## config.mk

```make
export PLATFORM = sky130hd
export DESIGN_NAME = pofc_top
export DESIGN_NICKNAME = d
export VERILOG_FILES = /design/src/inc/pofc_pkg.sv /design/src/design/pofc_top.sv
export SDC_FILE = /design/constraint.sdc
export NUM_CORES = 1
export LEC_CHECK = 0
export BUFFER_PORTS_ARGS = -buffer_cell sky130_fd_sc_hd__buf_2
export CORE_MARGIN = 2
export CORE_UTILIZATION = 33
export DETAILED_ROUTE_END_ITERATION = 16
export GPL_ROUTABILITY_DRIVEN = 0
export PLACE_DENSITY = 0.69
export SLEW_MARGIN = 20
export SYNTH_ARGS = -nofsm -noshare
export SYNTH_HDL_FRONTEND = slang
export SYNTH_SLANG_ARGS = --single-unit
```

## constraint.sdc

```tcl
create_clock -name clk -period 2.52 [get_ports clk]
set_clock_uncertainty 0.2 [all_clocks]
set_input_delay 0.126 -clock clk [delete_from_list [all_inputs] [get_ports clk]]
set_output_delay 0.126 -clock clk [all_outputs]
set_load 0.05 [all_outputs]
```

## src/inc/pofc_pkg.sv

```systemverilog
// Package: register map, field positions and enumerations for the operand form config block
package pofc_pkg;
    localparam int unsigned ADDR_W = 16;
    localparam logic [ADDR_W-1:0] OFF_FORM_CFG = 16'h2050;
    localparam logic [ADDR_W-1:0] OFF_FORM_ACTIVE = 16'h2054;
    localparam logic [7:0] FORM_CFG_RESET = 8'h2A;
    localparam logic [7:0] FORM_CFG_MASK = 8'h3F;
    localparam int unsigned BIT_IN0_AFF = 0;
    localparam int unsigned BIT_IN0_MON = 1;
    localparam int unsigned BIT_IN1_AFF = 2;
    localparam int unsigned BIT_IN1_MON = 3;
    localparam int unsigned BIT_OUT_AFF = 4;
    localparam int unsigned BIT_OUT_MON = 5;
    localparam int unsigned BIT_BUSY = 8;
    localparam logic [1:0] RESP_OKAY = 2'b00;
    localparam logic [1:0] RESP_SLVERR = 2'b10;
    typedef enum logic {POFC_IDLE, POFC_RUN} pofc_state_t;
endpackage

```

## src/design/pofc_top.sv

```systemverilog
// Operand form configuration register with AXI4-Lite slave and per-operation latch
module pofc_top
    import pofc_pkg::*;
(
    input wire logic clk,
    input wire logic rst_b,
    input wire logic [ADDR_W-1:0] s_axi_awaddr,
    input wire logic s_axi_awvalid,
    output logic s_axi_awready,
    input wire logic [31:0] s_axi_wdata,
    input wire logic [3:0] s_axi_wstrb,
    input wire logic s_axi_wvalid,
    output logic s_axi_wready,
    output logic [1:0] s_axi_bresp,
    output logic s_axi_bvalid,
    input wire logic s_axi_bready,
    input wire logic [ADDR_W-1:0] s_axi_araddr,
    input wire logic s_axi_arvalid,
    output logic s_axi_arready,
    output logic [31:0] s_axi_rdata,
    output logic [1:0] s_axi_rresp,
    output logic s_axi_rvalid,
    input wire logic s_axi_rready,
    input wire logic op_start,
    input wire logic op_done,
    output logic in0_affine_sel,
    output logic in0_montgomery_sel,
    output logic in1_affine_sel,
    output logic in1_montgomery_sel,
    output logic out_affine_sel,
    output logic out_montgomery_sel,
    output logic op_busy
);
    function automatic logic addr_hit(input logic [ADDR_W-1:0] a, input logic [ADDR_W-1:0] off);
        addr_hit = (a[ADDR_W-1:2] == off[ADDR_W-1:2]);
    endfunction

    // Write channel state
    logic aw_got_q, aw_got_d, w_got_q, w_got_d, bvalid_q, bvalid_d;
    logic [ADDR_W-1:0] awaddr_q, awaddr_d;
    logic [31:0] wdata_q, wdata_d;
    logic [3:0] wstrb_q, wstrb_d;
    logic [1:0] bresp_q, bresp_d;
    logic [7:0] cfg_q, cfg_d;
    logic wr_fire;

    always_comb
    begin
        aw_got_d = aw_got_q;
        w_got_d = w_got_q;
        awaddr_d = awaddr_q;
        wdata_d = wdata_q;
        wstrb_d = wstrb_q;
        bvalid_d = bvalid_q;
        bresp_d = bresp_q;
        cfg_d = cfg_q;
        wr_fire = 1'b0;
        if (s_axi_awvalid && !aw_got_q && !bvalid_q)
        begin
            aw_got_d = 1'b1;
            awaddr_d = s_axi_awaddr;
        end
        if (s_axi_wvalid && !w_got_q && !bvalid_q)
        begin
            w_got_d = 1'b1;
            wdata_d = s_axi_wdata;
            wstrb_d = s_axi_wstrb;
        end
        if (aw_got_q && w_got_q)
        begin
            wr_fire = 1'b1;
            aw_got_d = 1'b0;
            w_got_d = 1'b0;
            bvalid_d = 1'b1;
            if (addr_hit(awaddr_q, OFF_FORM_CFG))
            begin
                bresp_d = RESP_OKAY;
                if (wstrb_q[0])
                begin
                    cfg_d = wdata_q[7:0] & FORM_CFG_MASK;
                end
            end
            else if (addr_hit(awaddr_q, OFF_FORM_ACTIVE))
            begin
                bresp_d = RESP_OKAY;
            end
            else
            begin
                bresp_d = RESP_SLVERR;
            end
        end
        if (bvalid_q && s_axi_bready)
        begin
            bvalid_d = 1'b0;
        end
    end

    always_ff @(posedge clk or negedge rst_b)
    begin
        if (!rst_b)
        begin
            aw_got_q <= 1'b0;
            w_got_q <= 1'b0;
            awaddr_q <= '0;
            wdata_q <= '0;
            wstrb_q <= '0;
            bvalid_q <= 1'b0;
            bresp_q <= RESP_OKAY;
            cfg_q <= FORM_CFG_RESET;
        end
        else
        begin
            aw_got_q <= aw_got_d;
            w_got_q <= w_got_d;
            awaddr_q <= awaddr_d;
            wdata_q <= wdata_d;
            wstrb_q <= wstrb_d;
            bvalid_q <= bvalid_d;
            bresp_q <= bresp_d;
            cfg_q <= cfg_d;
        end
    end

    // Active format latch; software writes land only in cfg_q until next start taken in POFC_IDLE
    pofc_state_t state_q, state_d;
    logic [7:0] act_q, act_d;
    logic busy_q, busy_d;

    always_comb
    begin
        state_d = state_q;
        act_d = act_q;
        case (state_q)
            POFC_IDLE:
            begin
                if (op_start)
                begin
                    act_d = cfg_q;
                    state_d = POFC_RUN;
                end
            end
            POFC_RUN:
            begin
                if (op_done)
                begin
                    state_d = POFC_IDLE;
                end
            end
            default:
            begin
                state_d = POFC_IDLE;
            end
        endcase
        // Registered so the busy pin comes straight from a flop
        busy_d = (state_d == POFC_RUN);
    end

    always_ff @(posedge clk or negedge rst_b)
    begin
        if (!rst_b)
        begin
            state_q <= POFC_IDLE;
            act_q <= FORM_CFG_RESET;
            busy_q <= 1'b0;
        end
        else
        begin
            state_q <= state_d;
            act_q <= act_d;
            busy_q <= busy_d;
        end
    end

    // Read channel
    logic arready_q, arready_d, rvalid_q, rvalid_d;
    logic [31:0] rdata_q, rdata_d;
    logic [1:0] rresp_q, rresp_d;

    always_comb
    begin
        arready_d = 1'b0;
        rvalid_d = rvalid_q;
        rdata_d = rdata_q;
        rresp_d = rresp_q;
        if (rvalid_q && s_axi_rready)
        begin
            rvalid_d = 1'b0;
        end
        if (s_axi_arvalid && !rvalid_q && !arready_q)
        begin
            arready_d = 1'b1;
            rvalid_d = 1'b1;
            rdata_d = '0;
            rresp_d = RESP_OKAY;
            if (addr_hit(s_axi_araddr, OFF_FORM_CFG))
            begin
                rdata_d[7:0] = cfg_q;
            end
            else if (addr_hit(s_axi_araddr, OFF_FORM_ACTIVE))
            begin
                rdata_d[7:0] = act_q;
                rdata_d[BIT_BUSY] = (state_q == POFC_RUN);
            end
            else
            begin
                rresp_d = RESP_SLVERR;
            end
        end
    end

    always_ff @(posedge clk or negedge rst_b)
    begin
        if (!rst_b)
        begin
            arready_q <= 1'b0;
            rvalid_q <= 1'b0;
            rdata_q <= '0;
            rresp_q <= RESP_OKAY;
        end
        else
        begin
            arready_q <= arready_d;
            rvalid_q <= rvalid_d;
            rdata_q <= rdata_d;
            rresp_q <= rresp_d;
        end
    end

    assign s_axi_awready = aw_got_q;
    assign s_axi_wready = w_got_q;
    assign s_axi_bvalid = bvalid_q;
    assign s_axi_bresp = bresp_q;
    assign s_axi_arready = arready_q;
    assign s_axi_rvalid = rvalid_q;
    assign s_axi_rdata = rdata_q;
    assign s_axi_rresp = rresp_q;
    assign in0_affine_sel = act_q[BIT_IN0_AFF];
    assign in0_montgomery_sel = act_q[BIT_IN0_MON];
    assign in1_affine_sel = act_q[BIT_IN1_AFF];
    assign in1_montgomery_sel = act_q[BIT_IN1_MON];
    assign out_affine_sel = act_q[BIT_OUT_AFF];
    assign out_montgomery_sel = act_q[BIT_OUT_MON];
    assign op_busy = busy_q;

    a_cfg_capture: assert property (@(posedge clk) disable iff (!rst_b)
        (state_q == POFC_IDLE && op_start) |=> (act_q == $past(cfg_q)))
        else $error("format not captured at start");
    a_cfg_hold: assert property (@(posedge clk) disable iff (!rst_b)
        (state_q == POFC_RUN) |=> (act_q == $past(act_q)))
        else $error("format changed mid operation");
    a_in0_aff: assert property (@(posedge clk) disable iff (!rst_b)
        (state_q == POFC_IDLE && op_start) |=> (in0_affine_sel == $past(cfg_q[BIT_IN0_AFF])))
        else $error("in0 affine select wrong");
    a_in0_mon: assert property (@(posedge clk) disable iff (!rst_b)
        (state_q == POFC_IDLE && op_start) |=> (in0_montgomery_sel == $past(cfg_q[BIT_IN0_MON])))
        else $error("in0 montgomery select wrong");
    a_in1_aff: assert property (@(posedge clk) disable iff (!rst_b)
        (state_q == POFC_IDLE && op_start) |=> (in1_affine_sel == $past(cfg_q[BIT_IN1_AFF])))
        else $error("in1 affine select wrong");
    a_in1_mon: assert property (@(posedge clk) disable iff (!rst_b)
        (state_q == POFC_IDLE && op_start) |=> (in1_montgomery_sel == $past(cfg_q[BIT_IN1_MON])))
        else $error("in1 montgomery select wrong");
    a_out_aff: assert property (@(posedge clk) disable iff (!rst_b)
        (state_q == POFC_IDLE && op_start) |=> (out_affine_sel == $past(cfg_q[BIT_OUT_AFF])))
        else $error("out affine select not taken");
    a_out_mon: assert property (@(posedge clk) disable iff (!rst_b)
        (state_q == POFC_IDLE && op_start) |=> (out_montgomery_sel == $past(cfg_q[BIT_OUT_MON])))
        else $error("out montgomery select not taken");
    a_write_cfg: assert property (@(posedge clk) disable iff (!rst_b)
        (wr_fire && addr_hit(awaddr_q, OFF_FORM_CFG) && wstrb_q[0])
        |=> (cfg_q == ($past(wdata_q[7:0]) & FORM_CFG_MASK)) && bvalid_q)
        else $error("config write lost");
endmodule

```

==> results.toml, run 1 <==
[pwr]
intPower_mw = 1.599
p_leak_nw = 1.399
switching_share_pct = 32.33
comb_power_share_pct = 30.2
power_density_nw_per_um2 = 826.3
ir_drop_mv = 0.6958
p_sw_mw = 0.7637
p_clk_share_pct = 22.9
seq_power_share_pct = 46.9

[layout]
fill_cells = 590
final-instance-count-excl-fill = 336
drive_gt1_share_pct = 46.33
area.growth.synth_to_final_pct = 32.31
nNetsFinal = 335
post-route-util_pct = 45.02
num_antenna_cells = 0

[synth]
synth_edf_count = 0
yosysTopAreaCellShare_pct = 48.64
syn_area_per_cell_um2 = 13.34
synth_cell_types = 28
synth_top_cells_by_area = "dfrtp_1, mux2_2, buf_4"
syn_inst = 162
yosysTopAreaCell = "dfrtp_1"
synth_most_common_cell = "dfrtp_1"
synth_warnings = 0
ys_seq_elements = 48
syn_area_um2 = 2161
seq_area_frac_synth_pct = 55.94
ys.flop_type = "dfrtp_1"
async_flop_share_pct = 100.0
netlist_top_cells_count = "dfrtp_1, mux2_2, buf_4"

[clock_network]
path_clk_slew_ns = 0.09
cts-htree-levels = 2
cts_tree = "built"
cts_buffers = 5
clk-insertion-delay-late_ns = 0.29
post_cts_resized = 0
clockBufferDepth = 2
cts-root-buf = "clkbuf_8"
cts_num_sinks = 48

[detailed_routing]
wl_per_cell_um = 11.76
ant_nets = 0
vias = 1445
drt_pass1_iterations = 4
wl_um = 3950
vias_per_cell = 4.301
drc = 0
drt_iter0_markers = 42

[timing]
setup_ws_ns = 0.4913
fmax_mhz = 492.9
slew_headroom_pct = 59.38
hold_viol = 0
min_period_ns = 2.029
setup_viol = 0
fin_crit_sh_pct = 80.50
fin_tns_setup_ns = 0
rsz0062_at_grt = "false"
drv_slew = 0
worst_pin_slew_ns = 0.6066

[grt]
antenna_found_initial = 0
grtUsageTotal_pct = 11.63
grt_start_max_net_pins = 47
grt_pass1_vias = 1448
grt_pass1_wl_um = 6706
gr-total-overflow = 0

[run_status]
status = "finished, final reports clean"

[run]
drv_cap = 0

[place]
dp_hpwl_um = 2877
dp_cells = 301
post-place-ws_ns = 0.4476
numPortBuffers = 64

[critical_path]
cp-end-kind = "flop"
start_kind = "flop"
arrival_ns = 2.01
worstPathRequired_ns = 2.50
cp_max_fo = 6
crit_type = "reg2reg"

[floorplan]
dieWidth_um = 84.92
dieArea_um2 = 7211
start_util_pct = 34.03
core_um2 = 6350
rows = 29
die_h_um = 84.92
io_pins = 125

[hold_path]
hp-class = "in2reg"
==> final timing paths <==
| check | slack, ns | to | start | cells past startpoint |
|---|---|---|---|---|
| worst max-delay path | 0.49 | cfg_q[2]$_DFFE_PN0P_ | awaddr_q[12]$_DFFE_PN0P_ | 4 |
| worst min-delay path | 0.12 | s_axi_rdata[8]$_DFFE_PN0P_ | s_axi_araddr[7] | 3 |
| worst max register to register | 0.49 | cfg_q[2]$_DFFE_PN0P_ | awaddr_q[12]$_DFFE_PN0P_ | 4 |
| worst min register to register | 0.28 | s_axi_rdata[5]$_DFFE_PN0P_ | s_axi_rdata[5]$_DFFE_PN0P_ | 2 |
| max in group asynchronous | 1.38 | cfg_q[3]$_DFFE_PN1P_ | rst_b | 3 |
| min in group asynchronous | 0.18 | awaddr_q[14]$_DFFE_PN0P_ | rst_b | 2 |
==> layout make-up <==
cell class                      instances  area, µm²  area share (%)
Timing Repair Buffer                   94      615.6           21.53
Clock inverter                          2      35.03           1.225
Sequential cell                        48       1209           42.28
Tap cell                               77      96.34           3.370
Clock buffer                            6      72.57           2.538
Inverter                                3      11.26          0.3939
Multi-Input combinational cell        106      819.5           28.67
==> kinds of logic (layout without fill, tap and decap cells) <==
group / after synthesis / count (layout) / share of synthesized area, %
muxes: 42 / 42 / 21.48
AOI/OAI and AO/OA: 11 / 11 / 3.590
buffers and inverters: 34 / 105 / 10.65
other: 1 / 27 / 0.1735
DFF: 48 / 48 / 55.94
and+or+nand+nor: 26 / 26 / 8.164
==> power groups by stage <==
stage / logic, mW / clock network [mW] / registers (mW)
finish: 0.712 / 0.541 / 1.11
floorplan: 0.469 / 0 / 1.21
CTS: 0.721 / 0.561 / 1.11
global placement: 0.675 / 0 / 1.12
detailed placement: 0.687 / 0 / 1.13
global route: 0.775 / 0.599 / 1.15
==> stage by stage <==
stage,power [mW],hold slack [ns],instance area [µm²]
after detailed placement,1.814,0.1191,2479
final,2.362,0.1206,2859
after global routing,2.520,0.1411,2859
after floorplan,1.680,-0.3696,2258
after global placement,1.795,0.1046,2479
after CTS,2.394,0.1201,2856
==> layer usage <==
metal / vias up / part of all wire (%) / GRT usage [%]
met5: - / 0 / 0
met4: 0 / 0.78 / 3.463
met3: 4 / 6.3 / 3.794
met2: 54 / 47 / 18.61
met1: 682 / 45 / 15.15
li1: 705 / - / -
==> critical path: stages (launching register included) <==
cell and delay, ns:
dfrtp_1 0.40, nor4b_2 0.29, nand4_1 0.20, nor4b_4 0.45
mux2_2 0.38
==> sequential cells by signal, summed over array words and instances, names as in the netlist <==
register,flops
awaddr_q,14
s_axi_rdata,7
act_q,6
cfg_q,6
wdata_q,6
op_busy,1
s_axi_arready,1
s_axi_awready,1
s_axi_bresp,1
s_axi_bvalid,1
s_axi_rresp,1
s_axi_rvalid,1
s_axi_wready,1
wstrb_q,1
==> layout by cell type (no fill, tap or decap), drive strengths merged <==
cell / count
mux2: 35
nand2: 10
and4bb: 1
nand4b: 1
nor3b: 2
nor4: 1
bufinv: 1
a21o: 1
nor2b: 1
and3: 1
dlygate4sd3: 27
conb: 27
mux2i: 7
buf: 67
clkinv: 1
inv: 3
o21bai: 1
nor3: 1
clkbuf: 6
a21oi: 1
nand4: 1
nor4b: 3
o21ai: 1
dfrtp: 42
o31ai: 7
nor2: 4
dfstp: 6
==> what timing repair did <==
item,4_1_cts,5_1_grt
setup buffers,0,0
endpoints found under the hold margin,67,0
hold buffers,27,0
No activity file was read; power rests on OpenSTA's default activity.
==> run 2: changes to the inputs <==
Clock period 2.52 ns to 1.89 ns, I/O delays scaled along.
==> run 2 against run 1 <==
Against the previous run: the flow now finishes with violations (setup timing); register-to-register slack worse by 0.53 ns; sequential share of layout area down 0.98 points; largest power group unchanged; via count rose by 1.9%; clock power grew 32%; count of clock-buffer cells in the layout unchanged; global-route usage rose by 1.2 points; critical path depth increased by 1; combinational power rose by 40%; cell area increased by 2.6%.
==> results.toml, run 2 (same netlist as run 1, synthesis figures left out) <==
[run_status]
status = "finished, violations left"
failed_checks = "setup timing"

[critical_path]
cpPeakStageDelay_ns = 0.39
arrival_ns = 1.91
start_kind = "flop"
slowest_stage = "dfrtp_1"
cp_num_buf_inv = 1
path_cells = "nor4b_2 > nand4_1 > nor4b_4 > buf_6 > mux2_2"
worstPathRequired_ns = 1.87
crit_type = "reg2reg"
cp_max_fo = 6
cp-end-kind = "flop"
critPathTopFamily = "simple AND/OR/NAND/NOR gates"

[pwr]
p_sw_mw = 1.041
total_power_mw = 3.207
intPower_mw = 2.166
p_clk_share_pct = 22.3
p_leak_nw = 1.432
ir_drop_mv = 0.8380
switching_share_pct = 32.45
comb_power_share_pct = 31.0
seq_power_share_pct = 46.7
power_density_nw_per_um2 = 1093

[clock_network]
path_clk_slew_ns = 0.09
cts_num_sinks = 48
clk-insertion-delay-late_ns = 0.29
cts_buffers = 5
cts-root-buf = "clkbuf_8"
cts_tree = "built"
clockBufferDepth = 2
cts-htree-levels = 2

[layout]
area.growth.synth_to_final_pct = 35.73
final_common_cell = "buf_2"
num_antenna_cells = 0
nNetsFinal = 342
largest_register_ffs = 14
drive_gt1_share_pct = 47.37
final_cell_mix = "buf_2, dfrtp_1, mux2_2"
final-instance-count-excl-fill = 343
top_register = "awaddr_q"

[timing]
slew_headroom_pct = 64.15
setup_ws_ns = -0.04201
fin_crit_sh_pct = 102.2
rsz0062_at_grt = "true"
fmax_mhz = 517.6
fin_tns_setup_ns = -0.1127
min_period_ns = 1.932
hold_viol = 0
worst_pin_slew_ns = 0.5378
drv_slew = 0
setup_viol = 4
hold_ws_ns = 0.1248

[floorplan]
start_util_pct = 34.03
rows = 29
io_pins = 125
dieArea_um2 = 7211
core_um2 = 6350
die_h_um = 84.92
dieWidth_um = 84.92

[detailed_routing]
drc = 0
vias_per_cell = 4.292
drt_pass1_iterations = 4
wl_per_cell_um = 12.38
vias = 1472
drt_iter0_markers = 84
ant_nets = 0
wl_um = 4246

[grt]
antenna_found_initial = 0
gr-total-overflow = 0
grtUsageTotal_pct = 12.82
grt_start_max_net_pins = 26
grt_pass1_wl_um = 7334
grt_pass1_vias = 1549

[run]
drv_cap = 0

[place]
dp_cells = 305
numPortBuffers = 64
dp_hpwl_um = 3053

[hold_path]
hp-class = "in2reg"
run 2: power groups by stage:
stage | combinational [mW] | sequential, mW | clock [mW]
2_1_floorplan | 0.630 | 1.63 | 0
3_3_place_gp | 0.924 | 1.50 | 0
3_5_place_dp | 0.943 | 1.52 | 0
4_1_cts | 1.00 | 1.50 | 0.754
5_1_grt | 1.08 | 1.55 | 0.798
6_report | 0.994 | 1.50 | 0.716
run 2: through the flow:
step | worst slack (ns) | utilization [%] | instance area, µm²
after CTS | -0.08283 | 46.13 | 2929
after floorplan | 0.01622 | - | 2267
final | -0.04201 | 46.19 | 2933
after detailed placement | -0.07351 | 39.65 | 2517
after global placement | -0.08320 | 39.65 | 2517
after global routing | -0.2028 | 46.19 | 2933
run 2: cell type report:
type,instances,area (µm²)
Timing Repair Buffer,101,676.9
Clock inverter,2,35.03
Inverter,3,11.26
Fill cell,603,3417
Clock buffer,6,72.57
Multi-Input combinational cell,106,829.5
Tap cell,77,96.34
Sequential cell,48,1211
run 2: what timing repair did:
item,CTS,global route
buffers inserted,0,0
resized for setup,1,1
endpoints found under the setup margin,6,6
hold endpoints to repair,51,0
pin swaps,0,1
hold buffers,30,0
run 2: worst reg2reg max path: cells and delay by family (launching register included):
| kind | cells | cell delay, ns |
|---|---|---|
| flip-flops | 1 | 0.39 |
| AND/OR/NAND/NOR | 3 | 0.74 |
| multiplexers | 1 | 0.33 |
| buffers and inverters | 1 | 0.16 |
run 2: final timing paths:
kind,from,endpoint,slack [ns],cells past startpoint
setup reg to reg,awaddr_q[12]$_DFFE_PN0P_,cfg_q[2]$_DFFE_PN0P_,-0.04,5
hold / removal,s_axi_araddr[7],s_axi_rdata[2]$_DFFE_PN0P_,0.12,3
max in group asynchronous,rst_b,act_q[5]$_DFFE_PN1P_,0.69,3
setup / recovery,awaddr_q[12]$_DFFE_PN0P_,cfg_q[2]$_DFFE_PN0P_,-0.04,5
hold reg to reg,s_axi_rdata[1]$_DFFE_PN0P_,s_axi_rdata[1]$_DFFE_PN0P_,0.29,2
min in group asynchronous,rst_b,awaddr_q[14]$_DFFE_PN0P_,0.13,2
run 2: metal layers:
layer	track usage [%]	up-vias	part of all wire (%)
li1	-	718	-
met1	15.57	693	43
met2	22.26	57	50
met3	3.599	4	5.3
met4	3.752	0	0.94
met5	0	-	0
